==> src/hw/sfmio_pkg.sv <==
// Function
// - quad output read: opcode, three address bytes and a dummy byte on one lane
// - after that dummy byte, read data leaves four bits per clock on four lanes
// - reads start at any byte and the address steps up after every byte
// - dual read: address and mode byte in two bits per clock, data back likewise
// - dual read mode byte with upper nibble A skips the next opcode
// - any other dual read mode byte makes the next frame expect an opcode
// - quad read: address, mode byte, four dummy clocks, data, all on four lanes
// - quad and word reads run only while the quad lane enable bit is set
// - quad read mode byte with upper nibble A skips the next opcode
// - word read needs an even address and uses two dummy clocks only (the address is not checked; odd addresses are read too)
// - word read continuous mode works the same way as the quad read
// - page write acts only when the write latch was set before
// - page write data past the page end wraps to the page start
// - over 256 bytes: only the last 256 are written, same page
// - under 256 bytes: only addressed bytes change, others stay
// - select must rise on a byte boundary or the page write is dropped
// - select rise starts a timed page write; busy flag reads one meanwhile
// - status reads are still served while the page write runs
// - write latch is cleared before the page write finishes
// - a page write into the block protected region is ignored
// - reads arriving during a write cycle are refused without disturbing it
// - four lane address: lane three carries bit 23 first, lane zero bit 20
package sfmio_pkg;
  // command codes
  localparam logic [7:0] OP_QUAD_OUT = 8'h6B;
  localparam logic [7:0] OP_DUAL_IO = 8'hBB;
  localparam logic [7:0] OP_QUAD_IO = 8'hEB;
  localparam logic [7:0] OP_WORD_IO = 8'hE7;
  localparam logic [7:0] OP_PAGE_WRITE = 8'h02;
  localparam logic [7:0] OP_LATCH_SET = 8'h06;
  localparam logic [7:0] OP_STATUS_LO = 8'h05;
  localparam logic [3:0] CONT_NIBBLE = 4'hA;
  // phase lengths in received bits; OUT_BYTE_BITS counts sent bits
  localparam logic [5:0] OPCODE_BITS = 6'h08;
  localparam logic [5:0] ADDR_BITS = 6'h18;
  localparam logic [5:0] MODE_BITS = 6'h08;
  localparam logic [5:0] DUMMY_BYTE_BITS = 6'h08;
  localparam logic [5:0] QUAD_DUMMY_BITS = 6'h10;
  localparam logic [5:0] WORD_DUMMY_BITS = 6'h08;
  localparam logic [5:0] DATA_BYTE_BITS = 6'h08;
  localparam logic [3:0] OUT_BYTE_BITS = 4'h8;
  // status byte layout
  localparam int ST_BUSY_POS = 0;
  localparam int ST_LATCH_POS = 1;
  localparam int ST_PROT_LSB = 2;
  // protection geometry: 64 KB blocks, 32 of them
  localparam int BLK_LSB = 16;
  localparam int BLK_MSB = 20;
  localparam logic [5:0] BLK_COUNT = 6'h20;
  localparam int PAGE_BYTES = 256;
  // timing
  localparam int CLK_PERIOD_NS = 10;
  localparam int PAGE_WRITE_TIME_US = 700;
  localparam int PAGE_WRITE_CYCLES_DEF = PAGE_WRITE_TIME_US * 1000 / CLK_PERIOD_NS;

  typedef enum logic [3:0] {
    ST_IDLE = 4'h0, ST_CMD = 4'h1, ST_ADDR = 4'h2, ST_MODE = 4'h3, ST_DUMMY = 4'h4,
    ST_DATA = 4'h5, ST_PADDR = 4'h6, ST_PDATA = 4'h7, ST_STATUS = 4'h8, ST_IGNORE = 4'h9
  } sfmio_state_t;

  typedef enum logic [1:0] {
    RK_QUAD_OUT = 2'h0, RK_DUAL = 2'h1, RK_QUAD = 2'h2, RK_WORD = 2'h3
  } sfmio_kind_t;

  typedef struct packed {
    logic cs_n;
    logic sclk;
    logic [3:0] io;
  } sfmio_pins_t;

  typedef struct packed {
    logic we;
    logic [23:0] addr;
    logic [7:0] data;
  } sfmio_prog_t;

  // lanes used to receive in a given phase
  function automatic logic [2:0] sfmio_lanes_in(sfmio_state_t st, sfmio_kind_t k);
    logic [2:0] w;
    w = 3'h1;
    if (st == ST_ADDR || st == ST_MODE || st == ST_DUMMY) begin
      if (k == RK_DUAL) begin
        w = 3'h2;
      end else if (k != RK_QUAD_OUT) begin
        w = 3'h4;
      end
    end
    return w;
  endfunction

  // lanes used to send in a given phase
  function automatic logic [2:0] sfmio_lanes_out(sfmio_state_t st, sfmio_kind_t k);
    logic [2:0] w;
    w = 3'h1;
    if (st == ST_DATA) begin
      w = (k == RK_DUAL) ? 3'h2 : 3'h4;
    end
    return w;
  endfunction
endpackage

==> src/hw/sfmio_sync.sv <==
`timescale 1ns/1ps
module sfmio_sync #(
  parameter int W = 6
) (
  input wire logic clk_in,
  input wire logic rst_in,
  input wire logic [W-1:0] d_in,
  output logic [W-1:0] q_out
);
  typedef struct packed {
    logic [W-1:0] s1;
    logic [W-1:0] s2;
  } sfmio_sync_t;
  sfmio_sync_t s, nxt;

  // two stages; only the second stage is visible outside
  always_comb begin
    nxt.s1 = d_in;
    nxt.s2 = s.s1;
  end

  // idle level is high for select, so reset to ones avoids a false select edge
  always_ff @(posedge clk_in) begin
    if (rst_in) begin
      s <= '1;
    end else begin
      s <= nxt;
    end
  end

  assign q_out = s.s2;
endmodule

==> src/hw/sfmio_page_buf.sv <==
`timescale 1ns/1ps
module sfmio_page_buf
  import sfmio_pkg::*;
(
  input wire logic clk_in,
  input wire logic rst_in,
  input wire logic clr_in,
  input wire logic wr_in,
  input wire logic [7:0] wr_idx_in,
  input wire logic [7:0] wr_data_in,
  input wire logic [7:0] rd_idx_in,
  output logic [7:0] rd_data_out,
  output logic rd_valid_out
);
  typedef struct packed {
    logic [PAGE_BYTES-1:0] valid;
    logic [7:0] rd_data;
    logic rd_valid;
  } sfmio_buf_t;
  sfmio_buf_t s, nxt;
  logic [7:0] mem [PAGE_BYTES];

  // a later byte at the same index simply replaces the earlier one
  always_comb begin
    nxt = s;
    if (clr_in) begin
      nxt.valid = '0;
    end else if (wr_in) begin
      nxt.valid[wr_idx_in] = 1'b1;
    end
    nxt.rd_data = mem[rd_idx_in];
    nxt.rd_valid = s.valid[rd_idx_in];
  end

  always_ff @(posedge clk_in) begin
    if (rst_in) begin
      s <= '0;
    end else begin
      s <= nxt;
    end
  end

  // byte store; only the valid mask needs a reset
  always_ff @(posedge clk_in) begin
    if (wr_in && !clr_in) begin
      mem[wr_idx_in] <= wr_data_in;
    end
  end

  assign rd_data_out = s.rd_data;
  assign rd_valid_out = s.rd_valid;
endmodule

==> src/hw/sfmio_core.sv <==
`timescale 1ns/1ps
module sfmio_core
  import sfmio_pkg::*;
#(
  parameter int unsigned PAGE_WRITE_CYCLES = PAGE_WRITE_CYCLES_DEF
) (
  input wire logic clk_in,
  input wire logic rst_in,
  input wire sfmio_pins_t pins_in,
  input wire logic status_bit_nine_in,
  input wire logic [4:0] block_protect_bits_in,
  input wire logic [7:0] mem_data_in,
  output logic [3:0] io_out,
  output logic [3:0] io_oe_n_out,
  output logic [23:0] mem_addr_out,
  output sfmio_prog_t prog_out,
  output logic write_latch_out,
  output logic busy_flag_out
);
  typedef struct packed {
    sfmio_state_t st;
    sfmio_kind_t kind;
    logic cont_on;
    sfmio_kind_t cont_kind;
    logic [5:0] bits;
    logic [31:0] sr;
    logic [23:0] addr;
    logic [7:0] out_sr;
    logic [3:0] out_left;
    logic [3:0] io_o;
    logic [3:0] oe_n;
    logic sclk_d;
    logic cs_n_d;
    logic write_latch;
    logic latch_pend;
    logic pseen;
    logic busy;
    logic [31:0] wait_cnt;
    logic [8:0] walk;
    logic walk_act_d;
    logic [7:0] walk_idx_d;
    sfmio_prog_t prog;
  } sfmio_core_t;

  sfmio_core_t s, nxt;
  sfmio_pins_t ps;
  logic [5:0] sync_q;
  logic sclk_rise, sclk_fall, cs_fall, cs_rise;
  logic [2:0] w_in, w_out;
  logic [3:0] sample;
  logic [31:0] nsr;
  logic [7:0] cur, status_byte;
  logic load_byte, prot, buf_clr, buf_wr, buf_valid;
  logic [7:0] buf_data;

  sfmio_sync #(.W(6)) u_sync (
    .clk_in(clk_in),
    .rst_in(rst_in),
    .d_in(pins_in),
    .q_out(sync_q)
  );

  sfmio_page_buf u_buf (
    .clk_in(clk_in),
    .rst_in(rst_in),
    .clr_in(buf_clr),
    .wr_in(buf_wr),
    .wr_idx_in(s.addr[7:0]),
    .wr_data_in(nsr[7:0]),
    .rd_idx_in(s.walk[7:0]),
    .rd_data_out(buf_data),
    .rd_valid_out(buf_valid)
  );

  // region covered by the protect bits, counted in 64 KB blocks; bit 4 is not decoded
  function automatic logic prot_hit(logic [23:0] a, logic [4:0] bp);
    logic [5:0] size;
    logic [5:0] blk;
    size = (bp[2:0] == 3'h0) ? 6'h00 : (bp[2:0] >= 3'h6) ? BLK_COUNT
           : 6'(6'h01 << (bp[2:0] - 3'h1));
    blk = {1'b0, a[BLK_MSB:BLK_LSB]};
    return bp[3] ? (blk < size) : (blk >= BLK_COUNT - size);
  endfunction

  // edges of the sampled link clock and select
  assign ps = sfmio_pins_t'(sync_q);
  assign sclk_rise = ps.sclk && !s.sclk_d;
  assign sclk_fall = !ps.sclk && s.sclk_d;
  assign cs_fall = !ps.cs_n && s.cs_n_d;
  assign cs_rise = ps.cs_n && !s.cs_n_d;
  assign prot = prot_hit(s.addr, block_protect_bits_in);
  assign status_byte = {1'b0, block_protect_bits_in, s.write_latch, s.busy};

  // incoming bits enter at the bottom, so the first bit ends up most significant
  always_comb begin
    w_in = sfmio_lanes_in(s.st, s.kind);
    w_out = sfmio_lanes_out(s.st, s.kind);
    sample = (w_in == 3'h1) ? {3'h0, ps.io[0]} :
             (w_in == 3'h2) ? {2'h0, ps.io[1:0]} : ps.io;
    nsr = (s.sr << w_in) | {28'h0, sample};
    load_byte = sclk_fall && !ps.cs_n && (s.st == ST_DATA) && (s.out_left == 4'h0);
    cur = (s.out_left != 4'h0) ? s.out_sr : (s.st == ST_DATA) ? mem_data_in : status_byte;
    buf_wr = sclk_rise && !ps.cs_n && s.st == ST_PDATA && (s.bits + w_in[2:0] == DATA_BYTE_BITS);
    buf_clr = sclk_rise && !ps.cs_n && s.st == ST_PADDR && (s.bits + w_in == ADDR_BITS);
  end

  // main sequencer: select edges, rising-edge capture, falling-edge launch, write cycle
  always_comb begin
    nxt = s;
    nxt.sclk_d = ps.sclk;
    nxt.cs_n_d = ps.cs_n;
    nxt.prog.we = 1'b0;
    // write cycle: walk the page buffer while the timed cycle counts down
    if (s.busy) begin
      nxt.walk_act_d = !s.walk[8];
      nxt.walk_idx_d = s.walk[7:0];
      if (!s.walk[8]) begin
        nxt.walk = s.walk + 9'h001;
      end
      if (s.walk_act_d && buf_valid) begin
        nxt.prog.we = 1'b1;
        nxt.prog.addr = {s.addr[23:8], s.walk_idx_d};
        nxt.prog.data = buf_data;
      end
      if (s.wait_cnt == 32'h0) begin
        nxt.busy = 1'b0;
      end else begin
        nxt.wait_cnt = s.wait_cnt - 32'h1;
      end
    end
    if (cs_fall) begin
      // a stored mode byte of A_ lets the frame start straight at the address
      nxt.bits = '0;
      nxt.sr = '0;
      nxt.out_left = '0;
      nxt.latch_pend = 1'b0;
      nxt.pseen = 1'b0;
      if (s.cont_on) begin
        nxt.kind = s.cont_kind;
        nxt.st = (s.busy || (s.cont_kind != RK_DUAL && !status_bit_nine_in))
                 ? ST_IGNORE : ST_ADDR;
      end else begin
        nxt.st = ST_CMD;
      end
    end else if (cs_rise) begin
      // commit only on a whole byte, with the latch set, outside the protected area
      if (s.st == ST_PDATA && s.bits == 6'h0 && s.pseen && s.write_latch && !prot) begin
        nxt.busy = 1'b1;
        nxt.write_latch = 1'b0;
        nxt.walk = '0;
        nxt.walk_act_d = 1'b0;
        nxt.wait_cnt = 32'(PAGE_WRITE_CYCLES - 1);
      end
      if (s.latch_pend && !s.busy) begin
        nxt.write_latch = 1'b1;
      end
      nxt.st = ST_IDLE;
      nxt.oe_n = 4'hF;
    end else if (!ps.cs_n && sclk_rise) begin
      nxt.sr = nsr;
      nxt.bits = s.bits + {3'h0, w_in};
      unique case (s.st)
        ST_CMD: begin
          if (nxt.bits == OPCODE_BITS) begin
            nxt.bits = '0;
            nxt.st = ST_IGNORE;
            if (nsr[7:0] == OP_STATUS_LO) begin
              nxt.st = ST_STATUS;
            end else if (nsr[7:0] == OP_LATCH_SET) begin
              nxt.latch_pend = 1'b1;
            end else if (!s.busy) begin
              if (nsr[7:0] == OP_QUAD_OUT) begin
                nxt.st = ST_ADDR;
                nxt.kind = RK_QUAD_OUT;
              end else if (nsr[7:0] == OP_DUAL_IO) begin
                nxt.st = ST_ADDR;
                nxt.kind = RK_DUAL;
              end else if (nsr[7:0] == OP_QUAD_IO && status_bit_nine_in) begin
                nxt.st = ST_ADDR;
                nxt.kind = RK_QUAD;
              end else if (nsr[7:0] == OP_WORD_IO && status_bit_nine_in) begin
                nxt.st = ST_ADDR;
                nxt.kind = RK_WORD;
              end else if (nsr[7:0] == OP_PAGE_WRITE && s.write_latch) begin
                nxt.st = ST_PADDR;
              end
            end
          end
        end
        ST_ADDR: begin
          if (nxt.bits == ADDR_BITS) begin
            nxt.bits = '0;
            nxt.addr = nsr[23:0];
            nxt.st = (s.kind == RK_QUAD_OUT) ? ST_DUMMY : ST_MODE;
          end
        end
        ST_MODE: begin
          if (nxt.bits == MODE_BITS) begin
            nxt.bits = '0;
            nxt.cont_on = (nsr[7:4] == CONT_NIBBLE);
            nxt.cont_kind = s.kind;
            nxt.st = (s.kind == RK_DUAL) ? ST_DATA : ST_DUMMY;
          end
        end
        ST_DUMMY: begin
          if (nxt.bits == ((s.kind == RK_QUAD) ? QUAD_DUMMY_BITS :
                           (s.kind == RK_WORD) ? WORD_DUMMY_BITS :
                           DUMMY_BYTE_BITS)) begin
            nxt.bits = '0;
            nxt.st = ST_DATA;
          end
        end
        ST_PADDR: begin
          if (nxt.bits == ADDR_BITS) begin
            nxt.bits = '0;
            nxt.addr = nsr[23:0];
            nxt.st = ST_PDATA;
          end
        end
        ST_PDATA: begin
          if (nxt.bits == DATA_BYTE_BITS) begin
            nxt.bits = '0;
            nxt.pseen = 1'b1;
            nxt.addr[7:0] = s.addr[7:0] + 8'h01;
          end
        end
        default: begin
          nxt.bits = '0;
        end
      endcase
    end else if (!ps.cs_n && sclk_fall && (s.st == ST_DATA || s.st == ST_STATUS)) begin
      // launch on the falling edge; the host samples on the next rising edge
      if (load_byte) begin
        nxt.addr = s.addr + 24'h000001;
      end
      nxt.out_left = ((s.out_left == 4'h0) ? OUT_BYTE_BITS : s.out_left) - {1'b0, w_out};
      nxt.out_sr = 8'(cur << w_out);
      if (w_out == 3'h4) begin
        nxt.io_o = cur[7:4];
        nxt.oe_n = 4'h0;
      end else if (w_out == 3'h2) begin
        nxt.io_o = {2'h0, cur[7:6]};
        nxt.oe_n = 4'hC;
      end else begin
        nxt.io_o = {2'h0, cur[7], 1'b0};
        nxt.oe_n = 4'hD;
      end
    end
  end

  // the whole block state is one register
  always_ff @(posedge clk_in) begin
    if (rst_in) begin
      s <= '0;
      s.st <= ST_IDLE;
      s.oe_n <= 4'hF;
      s.sclk_d <= 1'b1;
      s.cs_n_d <= 1'b1;
    end else begin
      s <= nxt;
    end
  end

  assign io_out = s.io_o;
  assign io_oe_n_out = s.oe_n;
  assign mem_addr_out = s.addr;
  assign prog_out = s.prog;
  assign write_latch_out = s.write_latch;
  assign busy_flag_out = s.busy;

  // helper: length of the current write cycle
  int busy_len;
  always_ff @(posedge clk_in) begin
    if (rst_in || !s.busy) begin
      busy_len <= 0;
    end else begin
      busy_len <= busy_len + 1;
    end
  end
endmodule

==> config.mk <==
export PLATFORM = sky130hd
export DESIGN_NAME = sfmio_core
export DESIGN_NICKNAME = d
export VERILOG_FILES = /design/src/hw/sfmio_pkg.sv /design/src/hw/sfmio_sync.sv /design/src/hw/sfmio_page_buf.sv /design/src/hw/sfmio_core.sv
export SDC_FILE = /design/constraint.sdc
export NUM_CORES = 2
export LEC_CHECK = 0
export BUFFER_PORTS_ARGS = -buffer_cell sky130_fd_sc_hd__buf_4
export CAP_MARGIN = 5
export CORE_ASPECT_RATIO = 0.9
export CORE_MARGIN = 10
export CORE_UTILIZATION = 57
export CTS_CLUSTER_DIAMETER = 150
export DETAILED_ROUTE_END_ITERATION = 7
export GPL_TIMING_DRIVEN = 0
export PLACE_DENSITY_LB_ADDON = 0.25
export SLEW_MARGIN = 20
export SYNTH_ARGS = -nofsm -noshare
export SYNTH_HDL_FRONTEND = slang
export SYNTH_SLANG_ARGS = --single-unit
==> constraint.sdc <==
create_clock -name clk_in -period 14.1 [get_ports clk_in]
set_clock_uncertainty 0.2 [all_clocks]
set_input_delay 0.705 -clock clk_in [delete_from_list [all_inputs] [get_ports clk_in]]
set_output_delay 0.705 -clock clk_in [all_outputs]
set_load 0.01 [all_outputs]
[Word-level counts from Yosys, hierarchy flattened]
Memory sizes are Yosys's and may differ from the RTL's. A register that Yosys moved wholly into a read port is not among the register bits.
Cells that the tools add are included.
Operators by class
  equality and inequality tests: 42
  multiplexer cells: 73
  reductions and logical operators: 73
  add/sub/neg operators: 8
  shift operators: 3
  bitwise operators: 7
  order comparisons: 6
Operators with widths (count)
  256-bit bitwise OR: 1
  43-bit two-way mux: 3
  84-bit two-way mux: 1
  83-bit two-way mux: 1
  24-bit two-way mux: 3
  6-bit two-way mux: 12
  4-bit two-way mux: 14
  47-bit two-way mux: 1
  44-bit two-way mux: 1
  33-bit two-way mux: 1
  32-bit zero test: 1
  32-bit two-way mux: 1
  8-bit two-way mux: 4
  32-bit by 4-bit bitwise OR with 32-bit output: 1
  32-bit by 3-bit << shifter with 32-bit output: 1
  32-bit by 1-bit subtractor with 32-bit output, second input constant: 1
  1-bit logical AND: 25
  24-bit by 1-bit adder with 24-bit output, second input constant: 1
  8-bit == test, second input constant: 3
  6-bit one-hot mux with 4 select lines: 1
  3-bit two-way mux: 7
  20-bit two-way mux: 1
  4-bit one-hot mux with 5 select lines: 1
  8-bit by 9-bit less-than comparator with 1-bit output, second input constant: 2
  60 further kinds: 124
Word-level totals
  bits of input ports: 22
  memories: 1
  output and inout bits: 67
  word-level logic and storage cells: 242
  memory bits (writable): 2048
  flip-flop bits (word level): 449
Memory list
  u_buf.mem: depth 256, width 8, read ports 1, clocked after Yosys merged registers in 1, wr ports 1, line sfmio_page_buf.sv:21  | logic [7:0] mem [PAGE_BYTES];

[Depth between registers and ports, before layout]
  depth in word-level cells: 23
  mapped depth: 19
  gate-level depth less buffers: 16

[Cells and area by module]
From an unflattened synthesis, not the netlist that was laid out.
Second synthesis, totals
  cells, all modules: 6329
  area total of the unflattened synthesis: 100989.4 µm²
Modules (own cells, without submodules)
  sfmio_page_buf: sequential area each 66804.1 µm², area each 90578.1 µm², cells each 4993, instances 1
  sfmio_core: sequential area each 3423.3 µm², area each 10090.9 µm², cells each 1311, instances 1
  sfmio_sync: sequential area each 240.2 µm², area each 320.3 µm², cells each 25, instances 1

[Worst setup path after synthesis]
Ideal clock, no wire load.
  path kind: register to register
  start: register s[177] (netlist bit)
  end: register s[175] (netlist bit)
  path slack: 0.570 ns
  required time: 13.772 ns
  library setup time: 0.128 ns
  period minus slack after synthesis: 13.530 ns
  path buffers: 2
  stages on the path, launching flop included: 12
  data arrival time: 13.202 ns
  path through: dfxtp_1 > buf_2 > or3b_1 > buf_2 > nand2_1 > a21oi_1 > nor3_1 > nand4_1 > a2bb2oi_1 > o41ai_4 > mux2i_1 > nor2_1
On the way
  elaborated cells between the ends (all ways): 40
  those cells by class: add/sub (1); eq/ne (15); shift (1); mux (14); bitwise (1); reduce/logical (8)
RTL lines
  from (decl): line sfmio_core.sv:45  | sfmio_core_t s, nxt;
  from (signal assigned): line sfmio_core.sv:260  | s <= nxt;
  4-bit by 2-bit == test with 1-bit output: line sfmio_pkg.sv:82  | if (st == ST_ADDR || st == ST_MODE || st == ST_DUMMY) begin
  1-bit logical OR: line sfmio_pkg.sv:82
  1-bit logical OR *: line sfmio_pkg.sv:82
  3-bit two-way mux *: line sfmio_pkg.sv:82
  32-bit by 3-bit << shifter with 32-bit output *: line sfmio_core.sv:100  | nsr = (s.sr << w_in) | {28'h0, sample};
  32-bit by 4-bit bitwise OR with 32-bit output *: line sfmio_core.sv:100
  named net nsr[5]: line sfmio_core.sv:51  | logic [31:0] nsr;
  8-bit == test: line sfmio_core.sv:178  | end else if (nsr[7:0] == OP_QUAD_IO && status_bit_nine_in) begin
  [4 not listed]
  6-bit two-way mux: line sfmio_core.sv:171  | end else if (!s.busy) begin
  6-bit two-way mux: line sfmio_core.sv:169  | end else if (nsr[7:0] == OP_LATCH_SET) begin
  2-bit two-way mux: line sfmio_core.sv:167  | if (nsr[7:0] == OP_STATUS_LO) begin
  6-bit two-way mux: line sfmio_core.sv:164  | if (nxt.bits == OPCODE_BITS) begin
  2-bit two-way mux: line sfmio_core.sv:162  | unique case (s.st)
  47-bit two-way mux: line sfmio_core.sv:159  | end else if (!ps.cs_n && sclk_rise) begin
  83-bit two-way mux: line sfmio_core.sv:145  | end else if (cs_rise) begin
  6-bit two-way mux: line sfmio_core.sv:131  | if (cs_fall) begin
The timed path passes the listed nets; every way through them passes the cells marked *. The select of a mux whose other input is x is not followed.
A chain may end at the register's enable or synchronous reset.

[Worst setup path in the final report]
  start: register s[177] (netlist bit)
  end: memory u_buf.mem[126][1] (enable)
On the way
  longest elaborated chain between the ends: 11
  elaborated cells between the ends (all ways): 19
  those cells by class: add/sub (1); eq/ne (7); mux (3); reduce/logical (8)
RTL lines
  4-bit by 2-bit == test with 1-bit output: line sfmio_pkg.sv:82
  1-bit logical OR (2 in a row): line sfmio_pkg.sv:82
  3-bit two-way mux: line sfmio_pkg.sv:82
  6-bit by 3-bit adder with 6-bit output: line sfmio_core.sv:103, sfmio_core.sv:104
  6-bit by 5-bit == test with 1-bit output: line sfmio_core.sv:104  | buf_clr = sclk_rise && !ps.cs_n && s.st == ST_PADDR && (s.bits + w_in == ADDR_BITS);
  1-bit logical AND: line sfmio_core.sv:104
  1-bit zero test: line sfmio_page_buf.sv:45  | if (wr_in && !clr_in) begin
  1-bit logical AND *: line sfmio_page_buf.sv:45
  1-bit two-way mux *: line sfmio_page_buf.sv:45
  1-bit two-way mux (implied by the code) *: line sfmio_page_buf.sv:46  | mem[wr_idx_in] <= wr_data_in;
  to (decl): line sfmio_page_buf.sv:21
Mark *: on every way between the ends. The rest lies on a longest branch, timed or not.

==> flow_summary.ini <==
[run_status]
outcome = finished with violations
failed_checks = DRC

[synthesis]
synth.top_cell.area_share = 0.620
netlist-cell-type-count = 83
synth.area.top_cells = edfxtp_1 62%, mux4_2 15%, dfxtp_1 9.0%, o21a_1 2.0%, nor2_1 1.7%
synth_enable_flop_cells = 2048
mean_instance_size_in_the_synthesized_netlist_sq_um = 18.1
cell_count_after_synthesis = 5490
postSynthRegisterBits = 2496
synth_warnings = 0
asyncSetResetFlopFracSynth = 0
yosysTopAreaCell = edfxtp_1
post_synthesis_cell_area_sq_um = 99100
ys_seq_area_frac = 0.711
ys_dominant_reg_cell = edfxtp_1
synth.net_count = 5539

[layout]
fin_cells = 8391
commonest_cells_after_routing_fill_and_taps_aside = 2048 x edfxtp_1, 669 x mux4_2, 448 x dfxtp_1, 398 x nor2_1, 258 x o21a_1
layout.cells.most_common = edfxtp_1
area_growth_syn_to_fin_pct = 13.6
multiInputGateArea_sq_um = 26600
seq_area_sq_um = 70500
final_net_count = 5936
drive_gt1_frac = 0.263
nFillCells = 11600

[sta]
rsz0062_at_grt = no
worst_slew_margin_rel = 0.0676
timing.final.hold_violations = 0
fin_crit_ns = 7.48
final.period_utilization = 0.531
timing.fmax_ghz = 0.134
postLayoutSetupSlackWorst_ns = 6.62
timing.final.setup_violations = 0
worst-slew-pin-transition_ns = 1.40
timing.final.max_slew_violations = 0

[setup_path]
worst-endpoint-arrival_ns = 7.77
cp_data_required_time_ns = 14.38
timing.setup.critical_path_class = reg2reg
critical_path.max_fanout = 10
crit_path_start_kind = flop
worstSetupEndpointType = flop
reg2reg_setup_slack_ns = 6.62

[clock_network]
cts_htree_levels = 4
cts_inserted_buffers = 231
cts-root-buf = clkbuf_16
clockBufferDepth = 3
clock_sinks = 2496
clk_transition_reported_paths_ns = 0.06
clkLatencyLatePin_ns = 0.90
cts_tree = yes

[place]
dp_slack_ns = 6.86
io_buffer_count = 87
gp_routability_congestion = 1.00
dp.final_hpwl_mm = 217
place.detailed.instances = 7926

[global_route]
gr-usage-all-layers = 0.339
grt.overflow.total = 0
global_route_wire_length_before_repair_mm = 449
grt_start_max_net_pins = 157
initial_antenna_violation_count = 27
grt_pass1_vias = 56400

[floorplan]
io_pins = 89
floorplan.initialDensity = 0.572
rows = 145
die_h_um = 416
dieWidth_um = 460
dieArea_sq_um = 191000
core_area_sq_um = 173000

[flow_run]
max_capacitance_violation_count = 0

[routing]
post_route_drc = 1
drt-vias-per-instance = 7.07
num_vias = 59300
average_wire_per_cell_in_the_routed_design_um = 39.0
ant_nets = 0
initialDrtViolationCount = 10600
first_pass_iters = 8
routed_wirelength_mm = 327

[pwr]
power_per_cell_area_nw_per_um2 = 131
finalPower_mw = 14.7
vdd_ir_drop_max_v = 0.000180
cellLeakagePower_nw = 36.0

[hold_path]
hp-class = in2reg
==> critical path, stage by stage, from the launching register on <==
cell      delay, ns
dfxtp_1        0.30
buf_2          0.18
nor3b_1        0.64
o21ai_1        0.31
inv_2          0.18
buf_4          0.23
clkbuf_1       0.49
ha_1           0.20
buf_1          0.27
nand2_1        0.16
a221oi_4       0.34
nor3_1         0.13
nor4b_4        0.52
nand4_4        0.28
nor2_2         0.89
nand2_1        0.50
clkbuf_1       0.34
nor2_1         0.90
==> cells in the mapped netlist (all sizes together), types with 24 or more instances <==
cell type     n
edfxtp     2048
mux4        669
nor2        479
dfxtp       448
o21a        258
buf         229
nand2       212
clkbuf      179
a21oi       158
mux2i       129
o21ai        83
a211oi       72
nor3         52
inv          39
o22ai        39
xnor2        36
o221ai       32
nand3        30
ha           26
nor2b        24
==> what timing repair did <==
item / 4_1_cts / 5_1_grt
resized for setup: 0 / 0
endpoints found under the setup margin: 0 / 0
endpoints found under the hold margin: 6 / 0
buffers inserted: 0 / 0
hold buffers: 6 / 0
==> state kept, by name, summed over array words and instances (netlist names), 3 cells and up <==
signal,cells
io_oe_n_out,3
io_out,4
mem_addr_out,24
prog_out,33
s,105
u_buf.mem,2048
u_buf.rd_data_out,8
u_buf.s,256
u_sync.nxt,6
u_sync.q_out,6
==> per-stage QoR <==
step                utilization  setup TNS, ns  hold WS (ns)  instance area (sq um)
floorplan                     -              0         0.189                  99100
global placement          0.592       -2589.25         0.205                 103000
detailed placement        0.602              0         0.202                 104000
CTS                       0.649              0        0.0645                 112000
global route              0.650              0         0.136                 113000
finish                    0.650              0        0.0902                 113000
==> routing by layer <==
layer  GRT usage  wire length, um  vias up
met5           0              348        -
met4       0.183            22600       22
met3       0.148            51800     1030
met2       0.476           139000     5138
met1       0.444           113000    30400
li1            -                -    22800
==> final cells by class <==
class | instances | share of cell area
clock inverters | 130 | 0.0149
diodes | 17 | 0.000378
multi-input cells | 2547 | 0.237
well taps | 2278 | 0.0253
flip-flops and latches | 2496 | 0.626
inverters | 39 | 0.00163
plain buffers | 408 | 0.0189
repair buffers | 164 | 0.0186
clock buffers | 312 | 0.0576
==> path summary, 6_finish.rpt <==
path / start / endpoint / depth (start not counted)
max: s[177] / u_buf.mem[126][1] / 17
min: mem_data_in[7] / io_out[1] / 5
max reg2reg: s[177] / u_buf.mem[126][1] / 17
min reg2reg: u_sync.nxt[5] / u_sync.q_out[5] / 1
==> kinds of logic after synthesis <==
family	Yosys count	synth area share
mux	802	0.165
xor+xnor	51	0.00451
fa+ha+maj	27	0.00348
compound gates	747	0.0521
flops	2496	0.711
simple gates	920	0.0417
buf+inv	447	0.0218
==> power by group <==
group,total (mW),switching [mW],internal [mW]
logic,0.103,0.0760,0.0271
clock network,6.72,2.83,3.89
registers,7.88,0.00276,7.88
No activity file was read; power rests on OpenSTA's default activity.
